### src/btc_consts.svh
`ifndef BTC_CONSTS_SVH
`define BTC_CONSTS_SVH

// ---------------------------------------------------------------------------
// Word and address widths
// ---------------------------------------------------------------------------
`define BTC_AW           12
`define BTC_DW           16

// ---------------------------------------------------------------------------
// Control word fields of the bit-field transfer
// ---------------------------------------------------------------------------
`define BTC_CTL_SBIT     3:0
`define BTC_CTL_DBIT     7:4
`define BTC_CTL_CNT      15:8

// ---------------------------------------------------------------------------
// Data area map (inclusive word address bounds)
// ---------------------------------------------------------------------------
`define BTC_IR_LO        13'h0000
`define BTC_IR_HI        13'h01FF
`define BTC_HR_LO        13'h0200
`define BTC_HR_HI        13'h027F
`define BTC_AR_LO        13'h0280
`define BTC_AR_HI        13'h02FF
`define BTC_LR_LO        13'h0300
`define BTC_LR_HI        13'h033F
`define BTC_TC_LO        13'h0400
`define BTC_TC_HI        13'h07FF
`define BTC_DM_LO        13'h0800
`define BTC_DM_HI        13'h0BFF

// ---------------------------------------------------------------------------
// Indirect data-memory references
// ---------------------------------------------------------------------------
`define BTC_DM_BASE      12'h800
`define BTC_DM_WORDS     14'h0400
`define BTC_BCD_MAX      4'h9
`define BTC_W1000        14'h03E8
`define BTC_W100         14'h0064
`define BTC_W10          14'h000A

// ---------------------------------------------------------------------------
// Compare table geometry
// ---------------------------------------------------------------------------
`define BTC_TBL_LAST     4'hF
`define BTC_TBL_SPAN     13'h000F

`endif

### src/btc_pkg.sv
package btc_pkg;

  // -------------------------------------------------------------------------
  // Sequencer states, one-hot
  // -------------------------------------------------------------------------
  typedef enum logic [8:0] {
    BTC_IDLE = 9'h001,
    BTC_XRS  = 9'h002,
    BTC_XRD  = 9'h004,
    BTC_XWR  = 9'h008,
    BTC_CRA  = 9'h010,
    BTC_CRB  = 9'h020,
    BTC_CCM  = 9'h040,
    BTC_CWR  = 9'h080,
    BTC_DONE = 9'h100
  } btc_state_type;

  typedef logic [2:0] btc_area_type;

endpackage : btc_pkg
### src/btc_area_chk.sv
`timescale 1ns/1ns
`include "btc_consts.svh"

module btc_area_chk import btc_pkg::*; (
  // Run bounds
  input  wire logic [`BTC_AW-1:0] first_i,
  input  wire logic [`BTC_AW:0]   last_i,
  // Verdict
  output logic                    same_o
);

  // -------------------------------------------------------------------------
  // Area lookup
  // -------------------------------------------------------------------------
  function automatic btc_area_type area_of(input logic [`BTC_AW:0] a);
    btc_area_type id;
    id = 3'h7;
    if (a >= `BTC_IR_LO && a <= `BTC_IR_HI) id = 3'h0;
    if (a >= `BTC_HR_LO && a <= `BTC_HR_HI) id = 3'h1;
    if (a >= `BTC_AR_LO && a <= `BTC_AR_HI) id = 3'h2;
    if (a >= `BTC_LR_LO && a <= `BTC_LR_HI) id = 3'h3;
    if (a >= `BTC_TC_LO && a <= `BTC_TC_HI) id = 3'h4;
    if (a >= `BTC_DM_LO && a <= `BTC_DM_HI) id = 3'h5;
    return id;
  endfunction : area_of

  btc_area_type first_id;
  btc_area_type last_id;

  assign first_id = area_of({1'b0, first_i});
  assign last_id  = area_of(last_i);
  // Unmapped words never count as an area, so a run touching a hole fails
  assign same_o   = (first_id == last_id) && (first_id != 3'h7);

endmodule : btc_area_chk

### src/btc_core.sv
// Behaviour
// - With the execution condition off, a bit-field transfer request does nothing at all.
// - With the condition on, the chosen source bits are copied in order to the destination bits.
// - Control word digit 0 is the source start bit and digit 1 the destination start bit.
// - Control word digits 2 and 3 give the bit count, and runs may cross into following words.
// - A source run not wholly inside one data area raises the error flag.
// - A destination run not wholly inside one data area raises the error flag.
// - An indirect pointer that is not BCD or leaves data memory raises the error flag.
// - With the execution condition off, a compare request leaves the result word alone.
// - With the condition on, word k of table one is compared to word k of table two, k 0 to 15.
// - An equal pair k clears result bit k, offset zero being bit 0.
// - A differing pair sets its result bit.
// - A table whose sixteen words leave its data area raises the error flag.
`timescale 1ns/1ns
`include "btc_consts.svh"

module btc_core import btc_pkg::*; (
  // Clock and reset
  input  wire logic                clock_i,
  input  wire logic                sys_rst_i,
  // Instruction requests
  input  wire logic                exec_cond_i,
  input  wire logic                xfer_go_i,
  input  wire logic                cmp_go_i,
  input  wire logic [`BTC_DW-1:0]  ctl_word_i,
  // Operand A: source or first table
  input  wire logic [`BTC_AW-1:0]  opa_addr_i,
  input  wire logic                opa_ind_i,
  input  wire logic [`BTC_DW-1:0]  opa_ptr_i,
  // Operand B: destination or second table
  input  wire logic [`BTC_AW-1:0]  opb_addr_i,
  input  wire logic                opb_ind_i,
  input  wire logic [`BTC_DW-1:0]  opb_ptr_i,
  // Operand C: compare result word
  input  wire logic [`BTC_AW-1:0]  opc_addr_i,
  input  wire logic                opc_ind_i,
  input  wire logic [`BTC_DW-1:0]  opc_ptr_i,
  // Word memory
  input  wire logic [`BTC_DW-1:0]  mem_rdata_i,
  output logic      [`BTC_AW-1:0]  mem_addr_o,
  output logic                     mem_rd_o,
  output logic                     mem_wr_o,
  output logic      [`BTC_DW-1:0]  mem_wdata_o,
  // Status
  output logic                     error_flag_o,
  output logic                     busy_o,
  output logic                     done_o
);

  // -------------------------------------------------------------------------
  // Declarations
  // -------------------------------------------------------------------------
  btc_state_type      state_ff;
  btc_state_type      nxt_state;

  logic [`BTC_AW-1:0] eff_a;
  logic [`BTC_AW-1:0] eff_b;
  logic [`BTC_AW-1:0] eff_c;
  logic               bad_a;
  logic               bad_b;
  logic               bad_c;
  logic               same_a;
  logic               same_b;

  logic [3:0]         ctl_sbit;
  logic [3:0]         ctl_dbit;
  logic [7:0]         ctl_cnt;
  logic [8:0]         run_s;
  logic [8:0]         run_d;
  logic [`BTC_AW:0]   xlast_a;
  logic [`BTC_AW:0]   xlast_b;
  logic [`BTC_AW:0]   clast_a;
  logic [`BTC_AW:0]   clast_b;
  logic [`BTC_AW:0]   last_a;
  logic [`BTC_AW:0]   last_b;

  logic               xfer_req;
  logic               cmp_req;
  logic               xfer_err;
  logic               cmp_err;
  logic               start_err;

  logic [`BTC_AW-1:0] base_a_ff;
  logic [`BTC_AW-1:0] base_b_ff;
  logic [`BTC_AW-1:0] base_c_ff;
  logic [8:0]         src_pos_ff;
  logic [8:0]         dst_pos_ff;
  logic [7:0]         rem_ff;
  logic               src_bit_ff;
  logic [3:0]         idx_ff;
  logic [`BTC_DW-1:0] a_word_ff;
  logic [`BTC_DW-1:0] result_ff;
  logic [`BTC_DW-1:0] dst_mask;

  logic [`BTC_AW-1:0] mem_addr_ff;
  logic               mem_rd_ff;
  logic               mem_wr_ff;
  logic [`BTC_DW-1:0] mem_wdata_ff;
  logic               error_ff;
  logic               busy_ff;
  logic               done_ff;

  // -------------------------------------------------------------------------
  // Operand resolution
  // -------------------------------------------------------------------------
  btc_ind_resolve u_ind_a (
    .ind_i  (opa_ind_i),
    .addr_i (opa_addr_i),
    .ptr_i  (opa_ptr_i),
    .addr_o (eff_a),
    .bad_o  (bad_a)
  );

  btc_ind_resolve u_ind_b (
    .ind_i  (opb_ind_i),
    .addr_i (opb_addr_i),
    .ptr_i  (opb_ptr_i),
    .addr_o (eff_b),
    .bad_o  (bad_b)
  );

  btc_ind_resolve u_ind_c (
    .ind_i  (opc_ind_i),
    .addr_i (opc_addr_i),
    .ptr_i  (opc_ptr_i),
    .addr_o (eff_c),
    .bad_o  (bad_c)
  );

  // -------------------------------------------------------------------------
  // Run extents and area checks
  // -------------------------------------------------------------------------
  assign ctl_sbit = ctl_word_i[`BTC_CTL_SBIT];
  assign ctl_dbit = ctl_word_i[`BTC_CTL_DBIT];
  assign ctl_cnt  = ctl_word_i[`BTC_CTL_CNT];

  // Index of the last bit moved, counted from bit 0 of the start word
  assign run_s = (ctl_cnt == 8'h00) ? 9'h000 : ({5'h00, ctl_sbit} + {1'b0, ctl_cnt} - 9'h001);
  assign run_d = (ctl_cnt == 8'h00) ? 9'h000 : ({5'h00, ctl_dbit} + {1'b0, ctl_cnt} - 9'h001);

  assign xlast_a = {1'b0, eff_a} + {8'h00, run_s[8:4]};
  assign xlast_b = {1'b0, eff_b} + {8'h00, run_d[8:4]};
  assign clast_a = {1'b0, eff_a} + `BTC_TBL_SPAN;
  assign clast_b = {1'b0, eff_b} + `BTC_TBL_SPAN;

  // Transfer wins the shared checkers if both requests arrive together
  assign last_a = xfer_go_i ? xlast_a : clast_a;
  assign last_b = xfer_go_i ? xlast_b : clast_b;

  btc_area_chk u_area_a (
    .first_i (eff_a),
    .last_i  (last_a),
    .same_o  (same_a)
  );

  btc_area_chk u_area_b (
    .first_i (eff_b),
    .last_i  (last_b),
    .same_o  (same_b)
  );

  // -------------------------------------------------------------------------
  // Request decode
  // -------------------------------------------------------------------------
  assign xfer_req  = (state_ff == BTC_IDLE) && exec_cond_i && xfer_go_i;
  assign cmp_req   = (state_ff == BTC_IDLE) && exec_cond_i && cmp_go_i && !xfer_go_i;
  assign xfer_err  = bad_a || bad_b || !same_a || !same_b;
  assign cmp_err   = bad_a || bad_b || bad_c || !same_a || !same_b;
  assign start_err = (xfer_req && xfer_err) || (cmp_req && cmp_err);

  // -------------------------------------------------------------------------
  // Sequencer
  // -------------------------------------------------------------------------
  always_comb begin
    nxt_state = state_ff;
    case (state_ff)
      BTC_IDLE: begin
        if (xfer_req && !xfer_err) begin
          nxt_state = (ctl_cnt == 8'h00) ? BTC_DONE : BTC_XRS;
        end else if (cmp_req && !cmp_err) begin
          nxt_state = BTC_CRA;
        end
      end
      BTC_XRS:  nxt_state = BTC_XRD;
      BTC_XRD:  nxt_state = BTC_XWR;
      BTC_XWR:  nxt_state = (rem_ff == 8'h01) ? BTC_DONE : BTC_XRS;
      BTC_CRA:  nxt_state = BTC_CRB;
      BTC_CRB:  nxt_state = BTC_CCM;
      BTC_CCM:  nxt_state = (idx_ff == `BTC_TBL_LAST) ? BTC_CWR : BTC_CRA;
      BTC_CWR:  nxt_state = BTC_DONE;
      BTC_DONE: nxt_state = BTC_IDLE;
      default:  nxt_state = BTC_IDLE;
    endcase
  end

  always_ff @(posedge clock_i or posedge sys_rst_i) begin
    if (sys_rst_i) begin
      state_ff <= BTC_IDLE;
    end else begin
      state_ff <= nxt_state;
    end
  end

  // -------------------------------------------------------------------------
  // Operand latches
  // -------------------------------------------------------------------------
  always_ff @(posedge clock_i or posedge sys_rst_i) begin
    if (sys_rst_i) begin
      base_a_ff <= 12'h000;
      base_b_ff <= 12'h000;
      base_c_ff <= 12'h000;
    end else if (state_ff == BTC_IDLE && nxt_state != BTC_IDLE) begin
      base_a_ff <= eff_a;
      base_b_ff <= eff_b;
      base_c_ff <= eff_c;
    end
  end

  // -------------------------------------------------------------------------
  // Bit-field transfer counters
  // -------------------------------------------------------------------------
  always_ff @(posedge clock_i or posedge sys_rst_i) begin
    if (sys_rst_i) begin
      src_pos_ff <= 9'h000;
      dst_pos_ff <= 9'h000;
      rem_ff     <= 8'h00;
      src_bit_ff <= 1'b0;
    end else begin
      if (xfer_req && !xfer_err) begin
        src_pos_ff <= {5'h00, ctl_sbit};
        dst_pos_ff <= {5'h00, ctl_dbit};
        rem_ff     <= ctl_cnt;
      end
      if (state_ff == BTC_XRD) begin
        src_bit_ff <= mem_rdata_i[src_pos_ff[3:0]];
      end
      // Both positions advance together, which keeps the bit order
      if (state_ff == BTC_XWR) begin
        src_pos_ff <= src_pos_ff + 9'h001;
        dst_pos_ff <= dst_pos_ff + 9'h001;
        rem_ff     <= rem_ff - 8'h01;
      end
    end
  end

  // -------------------------------------------------------------------------
  // Table compare datapath
  // -------------------------------------------------------------------------
  always_ff @(posedge clock_i or posedge sys_rst_i) begin
    if (sys_rst_i) begin
      idx_ff    <= 4'h0;
      a_word_ff <= 16'h0000;
      result_ff <= 16'h0000;
    end else begin
      if (cmp_req && !cmp_err) begin
        idx_ff <= 4'h0;
      end
      if (state_ff == BTC_CRB) begin
        a_word_ff <= mem_rdata_i;
      end
      if (state_ff == BTC_CCM) begin
        result_ff[idx_ff] <= (a_word_ff != mem_rdata_i);
        idx_ff            <= idx_ff + 4'h1;
      end
    end
  end

  // -------------------------------------------------------------------------
  // Memory port
  // -------------------------------------------------------------------------
  assign dst_mask = 16'h0001 << dst_pos_ff[3:0];

  // Read data is taken in the cycle the strobe is visible; a write to a word
  // lands before the next bit's source read, so overlapping runs stay sane.
  always_ff @(posedge clock_i or posedge sys_rst_i) begin
    if (sys_rst_i) begin
      mem_addr_ff  <= 12'h000;
      mem_rd_ff    <= 1'b0;
      mem_wr_ff    <= 1'b0;
      mem_wdata_ff <= 16'h0000;
    end else begin
      mem_rd_ff <= 1'b0;
      mem_wr_ff <= 1'b0;
      case (state_ff)
        BTC_XRS: begin
          mem_addr_ff <= base_a_ff + {7'h00, src_pos_ff[8:4]};
          mem_rd_ff   <= 1'b1;
        end
        BTC_XRD: begin
          mem_addr_ff <= base_b_ff + {7'h00, dst_pos_ff[8:4]};
          mem_rd_ff   <= 1'b1;
        end
        BTC_XWR: begin
          mem_wr_ff    <= 1'b1;
          mem_wdata_ff <= (mem_rdata_i & ~dst_mask) | (src_bit_ff ? dst_mask : 16'h0000);
        end
        BTC_CRA: begin
          mem_addr_ff <= base_a_ff + {8'h00, idx_ff};
          mem_rd_ff   <= 1'b1;
        end
        BTC_CRB: begin
          mem_addr_ff <= base_b_ff + {8'h00, idx_ff};
          mem_rd_ff   <= 1'b1;
        end
        BTC_CWR: begin
          mem_addr_ff  <= base_c_ff;
          mem_wr_ff    <= 1'b1;
          mem_wdata_ff <= result_ff;
        end
        default: begin
          mem_rd_ff <= 1'b0;
        end
      endcase
    end
  end

  // -------------------------------------------------------------------------
  // Status
  // -------------------------------------------------------------------------
  // An error start never leaves idle, so nothing is ever written for it
  always_ff @(posedge clock_i or posedge sys_rst_i) begin
    if (sys_rst_i) begin
      error_ff <= 1'b0;
    end else if (start_err) begin
      error_ff <= 1'b1;
    end else if (state_ff == BTC_DONE) begin
      error_ff <= 1'b0;
    end
  end

  always_ff @(posedge clock_i or posedge sys_rst_i) begin
    if (sys_rst_i) begin
      busy_ff <= 1'b0;
      done_ff <= 1'b0;
    end else begin
      busy_ff <= (nxt_state != BTC_IDLE);
      done_ff <= start_err || (state_ff == BTC_DONE);
    end
  end

  assign mem_addr_o   = mem_addr_ff;
  assign mem_rd_o     = mem_rd_ff;
  assign mem_wr_o     = mem_wr_ff;
  assign mem_wdata_o  = mem_wdata_ff;
  assign error_flag_o = error_ff;
  assign busy_o       = busy_ff;
  assign done_o       = done_ff;

endmodule : btc_core

### src/btc_ind_resolve.sv
`timescale 1ns/1ns
`include "btc_consts.svh"

module btc_ind_resolve import btc_pkg::*; (
  // Operand as given
  input  wire logic                ind_i,
  input  wire logic [`BTC_AW-1:0]  addr_i,
  input  wire logic [`BTC_DW-1:0]  ptr_i,
  // Resolved operand
  output logic      [`BTC_AW-1:0]  addr_o,
  output logic                     bad_o
);

  logic [3:0]  digit_ok;
  logic [13:0] ptr_bin;

  genvar g;
  for (g = 0; g < 4; g++) begin : g_dig
    assign digit_ok[g] = (ptr_i[4*g+3 -: 4] <= `BTC_BCD_MAX);
  end

  assign ptr_bin = 14'(ptr_i[15:12]) * `BTC_W1000
                 + 14'(ptr_i[11:8])  * `BTC_W100
                 + 14'(ptr_i[7:4])   * `BTC_W10
                 + 14'(ptr_i[3:0]);

  // pointer must be BCD and inside data memory
  assign bad_o  = ind_i && ((digit_ok != 4'hF) || (ptr_bin >= `BTC_DM_WORDS));
  assign addr_o = ind_i ? (`BTC_DM_BASE + {2'h0, ptr_bin[9:0]}) : addr_i;

endmodule : btc_ind_resolve

### config.mk
export PLATFORM = sky130hd
export DESIGN_NAME = btc_core
export DESIGN_NICKNAME = d
export VERILOG_FILES = /design/src/btc_pkg.sv /design/src/btc_area_chk.sv /design/src/btc_core.sv /design/src/btc_ind_resolve.sv
export VERILOG_INCLUDE_DIRS = /design/src
export SDC_FILE = /design/constraint.sdc
export NUM_CORES = 1
export LEC_CHECK = 0
export ABC_AREA = 1
export BUFFER_PORTS_ARGS = -buffer_cell sky130_fd_sc_hd__buf_2
export CAP_MARGIN = 10
export CORE_MARGIN = 1
export CORE_UTILIZATION = 40
export DETAILED_ROUTE_END_ITERATION = 10
export PLACE_DENSITY = 0.55
export SLEW_MARGIN = 10
export SYNTH_ARGS = -nofsm -noshare
export SYNTH_HDL_FRONTEND = slang
export SYNTH_SLANG_ARGS = --single-unit
### constraint.sdc
create_clock -name clock_i -period 10.4 [get_ports clock_i]
set_clock_uncertainty 0.2 [all_clocks]
set_input_delay 1.56 -clock clock_i [delete_from_list [all_inputs] [get_ports clock_i]]
set_output_delay 1.56 -clock clock_i [all_outputs]
set_load 0.005 [all_outputs]
# Yosys cells after proc, flatten, opt, wreduce, memory -nomap -nowiden
# Index checks and enable logic that the tools add are counted.
[word_totals] ff_bits=141 elab_cells=261 out_inout_bits=33 input_bits=124
[op_classes] n_reduce_logical=61 magnitude_cmp=64 multipliers=9 add_sub_neg=28 n_shift=1 n_mux=57 eq_ne=20 bitwise=3
[ops] operator="$mux W9" n=10
[ops] operator="$ge A13 B10 Y1 const B" n=6
[ops] operator="$le A13 B10 Y1 const B" n=6
[ops] operator="$ge A12 B10 Y1 const B" n=6
[ops] operator="$le A12 B10 Y1 const B" n=6
[ops] operator="$mux W3" n=24
[ops] operator="$pmux W9 S8" n=1
[ops] operator="$pmux W12 S5" n=1
[ops] operator="$le A4 B4 Y1 const B" n=12
[ops] operator="$add A14 B11 Y14" n=3
[ops] operator="$add A14 B4 Y14" n=3
[ops] operator="$add A14 B8 Y14" n=3
[ops] operator="$ge A14 B11 Y1 const B" n=3
[ops] operator="$logic_and A1 B1 Y1" n=37
[ops] operator="$add A12 B10 Y12 const A" n=3
[ops] operator="$mux W12" n=3
[ops] operator="$mul A4 B7 Y11 const B" n=3
[ops] operator="$pmux W16 S2" n=1
[ops] operator="$mul A4 B5 Y9 const B" n=3
[ops] operator="$add A12 B4 Y13 const B" n=2
[ops] operator="$add A12 B5 Y13" n=2
[ops] operator="$ge A13 B1 Y1 const B" n=2
[ops] operator="$ge A13 B11 Y1 const B" n=2
[ops] operator="$ge A13 B12 Y1 const B" n=2
[ops] operator="53 further kinds" n=99

# Logic depth before layout (Yosys ltp)
# Gate-level depths: netlist of run 1.
[depth] ltp_word=28 depth_mapped=44 mapped_depth_nobuf=43

# Cells and area by module
# A second synthesis of run 1 with hierarchy kept.
[unflattened] hier_cells=2328 hier_area_um2=16239.3
[by_module_without_submodules] module="btc_core" cells_each=1313 seq_area_each_um2=3529.6 area_per_inst_um2=9576.7 instances=1
[by_module_without_submodules] module="btc_ind_resolve (u_ind_a)" cells_each=293 seq_area_each_um2=0.0 area_per_inst_um2=2049.5 instances=1
[by_module_without_submodules] module="btc_ind_resolve (u_ind_c)" cells_each=304 seq_area_each_um2=0.0 area_per_inst_um2=2045.7 instances=1
[by_module_without_submodules] module="btc_ind_resolve (u_ind_b)" cells_each=284 seq_area_each_um2=0.0 area_per_inst_um2=1984.4 instances=1
[by_module_without_submodules] module="btc_area_chk" cells_each=67 seq_area_each_um2=0.0 area_per_inst_um2=291.5 instances=2

# Worst setup path before layout of run 1
# Ideal clock, no wire load.
[synth_path] path_type="input to register" start="in opb_ptr_i[13]" end="reg base_b_ff[6]" slack_ns=3.799 arrival_ns=6.284 setup_time_ns=0.117 cell_stages=32 required_ns=10.083 n_path_buf=1 cell_sequence="fa_1 -> inv_1 -> fa_1 -> inv_1 -> ha_1 -> a21oi_1 -> nand2_1 -> xnor2_1 -> inv_1 -> ha_1 -> ha_1 -> ha_1 -> a21o_1 -> nor2_1 -> nand2_1 -> nand2_1 -> nand2_1 -> nand2_1 -> nand2_1 -> a21oi_1 -> nand3_1 -> o21ai_0 -> nand2_1 -> nor2_1 -> nand2_1 -> nor2_4 -> nand4_4 -> nand3_2 -> nand3_4 -> buf_2 -> nand2_1 -> nand2_1"
[synth_between] elab_chain_cells=27 word_cells_on_any_way=79 classes_between="add/sub: 6; mul: 1; order compare: 25; eq/ne: 4; mux: 17; reduce/logical: 26"
[synth_rtl] item="from (decl)" line_no="btc_core.sv:33" rtl="input wire logic [`BTC_DW-1:0] opb_ptr_i,"
[synth_rtl] item="$mul A4 B7 Y11 (no source line)"
[synth_rtl] item="$add A14 B11 Y14 (no source line)"
[synth_rtl] item="$add A14 B8 Y14 (no source line)"
[synth_rtl] item="$add A14 B4 Y14" line_no="btc_ind_resolve.sv:22" rtl="assign ptr_bin = 14'(ptr_i[15:12]) * `BTC_W1000"
[synth_rtl] item="$add A12 B10 Y12 (no source line)"
[synth_rtl] item="$mux W12" line_no="btc_ind_resolve.sv:29" rtl="assign addr_o = ind_i ? (`BTC_DM_BASE + {2'h0, ptr_bin[9:0]}) : addr_i;"
[synth_rtl] item="$add A12 B4 Y13 (no source line) / $add A12 B5 Y13 (equally long branches)"
[synth_rtl] item="$mux W13" line_no="btc_core.sv:148" rtl="assign last_b = xfer_go_i ? xlast_b : clast_b;"
[synth_rtl] item="(+11 left out)"
[synth_rtl] item="$logic_or A1 B1 Y1" line_no="btc_core.sv:168" rtl="assign cmp_err = bad_a || bad_b || bad_c || !same_a || !same_b;"
[synth_rtl] item="$logic_not A1 Y1" line_no="btc_core.sv:180" rtl="end else if (cmp_req && !cmp_err) begin"
[synth_rtl] item="$logic_and A1 B1 Y1" line_no="btc_core.sv:180"
[synth_rtl] item="$mux W9" line_no="btc_core.sv:180"
[synth_rtl] item="$mux W9" line_no="btc_core.sv:178" rtl="if (xfer_req && !xfer_err) begin"
[synth_rtl] item="$pmux W9 S8" line_no="btc_core.sv:176" rtl="case (state_ff)"
[synth_rtl] item="$ne A9 B1 Y1" line_no="btc_core.sv:212" rtl="end else if (state_ff == BTC_IDLE && nxt_state != BTC_IDLE) begin"
[synth_rtl] item="$logic_and A1 B1 Y1" line_no="btc_core.sv:212"
[synth_rtl] item="to (signal assigned)" line_no="btc_core.sv:210" rtl="base_b_ff <= 12'h000;"
[synth_rtl] item="to (signal assigned)" line_no="btc_core.sv:214" rtl="base_b_ff <= eff_b;"
[synth_rtl] item="to (decl)" line_no="btc_core.sv:84" rtl="logic [`BTC_AW-1:0] base_b_ff;"
# Parallel ways exist; a longest one is shown, timed or not.
# A chain may end at the register's enable or synchronous reset.

# Final worst setup path of run 1
[layout_path] start="in opa_ptr_i[13]" end="reg base_c_ff[2]"
[layout_between] elab_chain_cells=28 word_cells_on_any_way=79 classes_between="add/sub: 6; mul: 1; order compare: 25; eq/ne: 4; mux: 17; reduce/logical: 26"
[layout_rtl] item="from (decl)" line_no="btc_core.sv:29" rtl="input wire logic [`BTC_DW-1:0] opa_ptr_i,"
[layout_rtl] item="$mul A4 B7 Y11 (no source line)"
[layout_rtl] item="$add A14 B11 Y14 (no source line)"
[layout_rtl] item="$add A14 B8 Y14 (no source line)"
[layout_rtl] item="$add A14 B4 Y14" line_no="btc_ind_resolve.sv:22"
[layout_rtl] item="$add A12 B10 Y12 (no source line)"
[layout_rtl] item="$mux W12" line_no="btc_ind_resolve.sv:29"
[layout_rtl] item="$add A12 B4 Y13 (no source line) / $add A12 B5 Y13 (equally long branches)"
[layout_rtl] item="$mux W13" line_no="btc_core.sv:147" rtl="assign last_a = xfer_go_i ? xlast_a : clast_a;"
[layout_rtl] item="(+11 left out)"
[layout_rtl] item="$logic_or A1 B1 Y1 (2 in a row)" line_no="btc_core.sv:168"
[layout_rtl] item="$logic_not A1 Y1" line_no="btc_core.sv:180"
[layout_rtl] item="$logic_and A1 B1 Y1" line_no="btc_core.sv:180"
[layout_rtl] item="$mux W9" line_no="btc_core.sv:180"
[layout_rtl] item="$mux W9 (*)" line_no="btc_core.sv:178"
[layout_rtl] item="$pmux W9 S8 (*)" line_no="btc_core.sv:176"
[layout_rtl] item="$ne A9 B1 Y1 (*)" line_no="btc_core.sv:212"
[layout_rtl] item="$logic_and A1 B1 Y1 (*)" line_no="btc_core.sv:212"
[layout_rtl] item="to (signal assigned)" line_no="btc_core.sv:211" rtl="base_c_ff <= 12'h000;"
[layout_rtl] item="to (signal assigned)" line_no="btc_core.sv:215" rtl="base_c_ff <= eff_c;"
[layout_rtl] item="to (decl)" line_no="btc_core.sv:85" rtl="logic [`BTC_AW-1:0] base_c_ff;"
# Every way passes the cells marked *; elsewhere a longest branch is shown, timed or not.

==> results of run 1 <==
[path summary, 6_finish.rpt]
check / cells after the start / end / startpoint / slack (ps)
setup reg to reg: 17 / base_c_ff[2] / state_ff[1] / 5680
hold reg to reg: 2 / mem_addr_o[8] / mem_addr_o[8] / 280
setup / recovery: 32 / base_c_ff[2] / opa_ptr_i[13] / 2560
min in group asynchronous: 2 / mem_addr_o[0] / sys_rst_i / 1010
hold / removal: 2 / mem_addr_o[8] / mem_addr_o[8] / 280
max in group asynchronous: 3 / base_a_ff[2] / sys_rst_i / 7550
[state kept, by name (all words and copies together) (netlist names), 4 cells and up]
signal,flops
a_word_ff,16
base_a_ff,12
base_b_ff,12
base_c_ff,12
dst_pos_ff,9
idx_ff,4
mem_addr_o,12
mem_wdata_o,16
rem_ff,8
result_ff,16
src_pos_ff,9
state_ff,9
[through the flow]
stage,utilization [%],setup slack (ps),total power (uW),cell area [um^2]
after global routing,45.8,1960,3610,17400
after CTS,45.8,2500,3260,17400
after global placement,44.3,2240,2630,16800
final,45.8,2560,3240,17400
after detailed placement,44.3,2060,2660,16800
after floorplan,-,3800,2200,15600
[worst register-to-register path: cells and delay by family (launching register included)]
kind	cells	cell delay [ps]
buf+inv	6	1640
flops	1	410
simple gates	11	2360
[logic make-up after synthesis]
logic type      after synthesis  synth area share, %
simple gates                939                 26.3
mux                          16                 1.03
buf+inv                     405                 10.1
flops                       141                 22.7
fa+ha+maj                   278                 25.1
compound gates              282                 10.6
xor+xnor                     75                 4.22
[synthesized netlist by cell type, types with 35 or more instances]
| cell | n | area (um^2) |
|---|---|---|
| nand2_1 | 528 | 1980 |
| inv_1 | 345 | 1290 |
| ha_1 | 222 | 2780 |
| dfrtp_1 | 140 | 3500 |
| nor2_1 | 140 | 526 |
| nand3_1 | 120 | 601 |
| o21ai_0 | 101 | 505 |
| a21oi_1 | 86 | 430 |
| nand4_1 | 76 | 475 |
| fa_1 | 56 | 1120 |
| xor2_1 | 40 | 350 |
| xnor2_1 | 35 | 307 |
[metal layers]
layer	GRT usage, %	vias up	wire (um)
li1	-	7251	-
met1	31.5	6556	20900
met2	34.9	274	18800
met3	2.43	37	1820
met4	4.44	6	484
met5	0	-	26
[report_power, final]
part	internal [uW]	switching, uW	leakage (uW)
clock network	313	270	0.000271
registers	644	120	0.00156
logic	704	1190	0.00766
total	1660	1580	0.00949
[final cells by class]
| class | count | area [um^2] | share of cell area, % |
|---|---|---|---|
| clock buffer | 17 | 425 | 2.45 |
| clock inverter | 15 | 125 | 0.720 |
| multi-input combinational | 1590 | 10500 | 60.2 |
| tap | 511 | 639 | 3.68 |
| timing repair buffer | 164 | 841 | 4.84 |
| inverter | 356 | 1340 | 7.72 |
| antenna | 2 | 5.00 | 0.0288 |
| sequential | 141 | 3530 | 20.3 |
==> metrics.yaml, run 1 <==
cellPowerDensity_mw_per_mm2: 187
cts-htree-levels: 4
grt_pass1_wl_mm: 68.9
final_common_cell: "nand2_1"
synthCells: 2136
post_cts_resized: 0
async_flop_share_pct: 100
ys_seq_elements: 141
synth_enable_flop_cells: 0
grtUsageTotal_pct: 21.8
overflow: 0
cp_num_buf_inv: 5
die-area_mm2: 0.0397
holdBufCountCts: 0
crit_path_end_kind: "flop"
post-route-period-util_pct: 75.4
fp-row-count: 71
slew_headroom_pct: 31.3
vias: 14100
dr.pass1.iters: 5
cpMostUsedCell: "nand2_1"
grt_pass1_vias: 13500
cts.sinks: 141
dp_hpwl_mm: 34.4
peakVddDrop_mv: 0.114
fmax_mhz: 128
nets: 2672
finalSetupTns_ps: 0
start_util_pct: 41.0
critPathKind: "primary input to flop"
insertion_delay_ps: 430
postRouteAntennaNets: 0
grt_max_degree: 78
synth_nets: 2538
coreArea_mm2: 0.0379
slowest_stage: "fa_1"
p_leak_uw: 0.00949
cts_max_path_buffers: 2
cts_root_buf: "clkbuf_16"
synth_area_mm2: 0.0156
worstMarginPinSlew_ps: 1030
layout-drive-gt1-share_pct: 10.7
viasPerCell: 5.05
chipWidth_um: 199
ys_seq_area_share_pct: 22.7
holdWs_ps: 281
cts_tree: "built"
ys_warn_count: 0
nFillCells: 3970
port_buffers: 156
worstPathArrival_ps: 7940
drv_cap: 0
crit_required_ps: 10510
synth_cell_types: 57
drc: 0
antenna_found_initial: 4
path_delay_family: "simple AND/OR/NAND/NOR gates"
routed_wl_mm: 42.1
final_cell_mix: "528 x nand2_1, 344 x inv_1, 222 x ha_1"
gp_congestion: 0.880
start_kind: "primary input"
rsz0062_at_grt: "false"
die_y_um: 199
drtIter0Drc: 669
critPathMaxFanout: 38
slew_violations: 0
num_io_pins: 157
dpl.cell_count: 2762
period_needed_ps: 7840
synth.avg_cell_area_um2: 7.28
synth-main-ff-cell: "dfrtp_1"
wl_per_cell_um: 15.0
max_stage_delay_ps: 660
cts.clk_slew.worst_paths_ps: 60
post_cts_buffers: 0
setup_viol: 0
status: "finished clean"
numCtsBuffers: 17
fin_cells: 2796
syn_to_final_growth_pct: 11.7
hold_class: "flop to flop"
hold_violations: 0
(Power assumes the default switching activity.)
==> inputs of run 2 (changes only) <==
Settings changed: ABC_AREA 1 to 0, PLACE_DENSITY 0.55 to 0.57.
Clock period 10.4 ns to 6.6 ns, I/O delays scaled along.
==> run 2 against run 1 <==
Compared with the run above: synthesized cell count decreased by 20%; combinational power is 110% higher; largest cell class unchanged; via count down 4.3%.
==> metrics.yaml, run 2 <==
status: "finished clean"
antenna_found_initial: 4  # unchanged
gp_congestion: 0.911  # +3.5%
holdWs_ps: 278  # -2.85 ps
met3_usage_pct: 3.11  # +0.68 points
r2r-start: "state_ff[8]"
grtUsageTotal_pct: 21.6  # -0.18 points
power.switching_uw: 2600  # +64%
die-area_mm2: 0.0387  # -2.5%
slew_violations: 0  # unchanged
cts-htree-levels: 4  # unchanged
start_util_pct: 41.0  # about the same
met1_usage_pct: 28.9  # -2.5 points
cpMostUsedCell: "ha_4"
cts.sinks: 141  # unchanged
synth_nets: 2101  # -17%
port_buffers: 156  # unchanged
cts_max_path_buffers: 2  # unchanged
postRouteAntennaNets: 0  # unchanged
cp_num_buf_inv: 5  # unchanged
grt_pass1_vias: 13300  # -1.2%
num_io_pins: 157  # unchanged
cts_tree: "built"
ys_warn_count: 0  # unchanged
holdBufCountCts: 0  # unchanged
synth.avg_cell_area_um2: 8.93  # +23%
diodes: 0  # -2
async_flop_share_pct: 100  # unchanged
post-route-period-util_pct: 98.1
p_int_uw: 3680  # +120%
dpl.cell_count: 2481  # -10%
syn_to_final_growth_pct: 26.4
peakVddDrop_mv: 0.163  # +43%
crit_required_ps: 6710  # -3800 ps
overflow: 0  # unchanged
viasPerCell: 5.34  # +5.8%
ys_seq_elements: 141  # unchanged
pwr-share-seq_pct: 19.9  # -3.6 points
synthCells: 1699  # -20%
switching_share_pct: 41.4  # -7.4 points
cts_root_buf: "clkbuf_16"
ys_seq_area_share_pct: 23.3  # +0.58 points
critPathMaxFanout: 5  # -87%
period_needed_ps: 6470
fmax_mhz: 154
grt_pass1_wl_mm: 67.8  # -1.6%
critPathKind: "primary input to flop"
coreArea_mm2: 0.0370  # -2.6%
dr.pass1.iters: 5  # unchanged
worstMarginPinSlew_ps: 832  # -195 ps
drtIter0Drc: 723  # +8.1%
insertion_delay_ps: 430  # about the same
clkPwrFrac_pct: 16.6  # -1.4 points
dp_hpwl_mm: 33.6  # -2.4%
synth_cell_types: 88  # +54%
drv_cap: 0  # unchanged
start_kind: "primary input"
fp-row-count: 70  # -1.4%
vias: 13500  # -4.3%
synth_area_mm2: 0.0152  # -2.5%
cellPowerDensity_mw_per_mm2: 327  # +75%
synth-main-ff-cell: "dfrtp_1"
nets: 2416  # -9.6%
hold_class: "flop to flop"
synthTopCellsByCount: "222 x ha_1, 187 x nand2_1, 164 x inv_1"
combPwrFrac_pct: 63.5  # +5.0 points
fin_cells: 2530  # -9.5%
chipWidth_um: 197  # -1.2%
slew_headroom_pct: 44.4  # +13 points
path_delay_family: "adder cells"
grt_util_met2_pct: 37.3  # +2.4 points
yosysMostFrequentCell: "ha_1"
synth_enable_flop_cells: 0  # unchanged
final_common_cell: "ha_1"
yosys-top-cells-area: "dfrtp_1 23%, ha_1 18%, fa_1 7.4%"
wl_per_cell_um: 16.7  # +11%
crit_path_end_kind: "flop"
drc: 0  # unchanged
worstPathArrival_ps: 6580  # -1360 ps
cts.clk_slew.worst_paths_ps: 60  # about the same
stdcell_area_mm2: 0.0192  # +10%
synth.top_cell.area_share_pct: 23.1  # +0.58 points
max_stage_delay_ps: 570  # -90 ps
final_cell_mix: "197 x ha_1, 186 x nand2_1, 175 x buf_4"
place_area_mm2: 0.0177  # +5.4%
gr-max-usage-layer: "met2"
numCtsBuffers: 17  # unchanged
routed_wl_mm: 42.3  # +0.49%
grt_max_degree: 78  # unchanged
setup_viol: 0  # unchanged
hold_violations: 0  # unchanged
synth_top_area_cell: "dfrtp_1"
layout-drive-gt1-share_pct: 26.6  # +16 points
die_y_um: 197  # -1.2%
slowest_stage: "fa_2"
min_from: "result_ff[11]"
setup.worst_path.start: "opb_ptr_i[14]"
p_leak_uw: 0.00926  # -2.4%
## run 2: cell families after synthesis
logic type	share of synthesized area [%]
AO/OA/AOI/OAI	17.0
XOR/XNOR	5.95
adder cells (fa/ha/maj)	25.7
buffers and inverters	5.29
flip-flops	23.3
multiplexers	6.81
AND/OR/NAND/NOR	16.0
## run 2: what timing repair did
action                     CTS  global route
resized for setup            1           107
buffers inserted             0            14
setup endpoints to repair   11            71
cloned                       0             4
pin swaps                    1            40
## run 2: power groups by stage
stage	combinational [uW]	clock [uW]	sequential (uW)
2_1_floorplan	2410	0	1160
3_3_place_gp	3440	0	1250
3_5_place_dp	3500	0	1260
4_1_cts	3530	1060	1250
5_1_grt	4430	1090	1280
6_report	3980	1040	1250
## run 2: cell type report
| class | count | area, um^2 |
|---|---|---|
| repair buffers | 339 | 2270 |
| multi-input cells | 1351 | 11500 |
| flip-flops and latches | 141 | 3530 |
| inverters | 164 | 621 |
| well taps | 504 | 631 |
| clock inverters | 10 | 163 |
| clock buffers | 21 | 470 |
| fillers | 3478 | 17800 |
## run 2: path summary, 6_finish.rpt
| kind | to | slack (ps) | depth (start not counted) |
|---|---|---|---|
| min in group asynchronous | mem_wdata_o[11] | 490 | 2 |
| max in group asynchronous | base_b_ff[11] | 4400 | 3 |
| setup / recovery | base_b_ff[2] | 130 | 26 |
| hold / removal | mem_wdata_o[11] | 280 | 2 |
| setup reg to reg | mem_addr_o[7] | 1850 | 15 |
| hold reg to reg | mem_wdata_o[11] | 280 | 2 |
## run 2: metal layers
metal  up-vias  part of all wire [%]
li1       6670                     -
met1      6518                    46
met2       278                    49
met3        45                   3.9
met4         8                   1.1
met5         -                  0.12
## run 2: through the flow
step / utilization (%) / power (uW) / TNS [ps] / setup slack (ps)
4_1_cts: 49.7 / 5830 / 0 / 56.5
6_report: 51.9 / 6270 / 0 / 127
2_1_floorplan: - / 3570 / -1570 / -89.9
3_5_place_dp: 48.0 / 4760 / -23940 / -429
5_1_grt: 51.9 / 6800 / -669 / -53.8
3_3_place_gp: 48.0 / 4700 / -16230 / -306
## run 2: worst register-to-register path, stage by stage (launching register included)
cell	delay [ps]
dfrtp_1	420
nor4_1	680
nand2_1	200
nor4b_4	710
o21ai_0	330
ha_1	360
a21o_1	110
a21oi_1	100
nor2b_1	130
nor2_1	60
nor2_1	410
o221ai_1	210
a21oi_1	200
o311ai_0	220
mux2i_1	190
a21oi_1	80
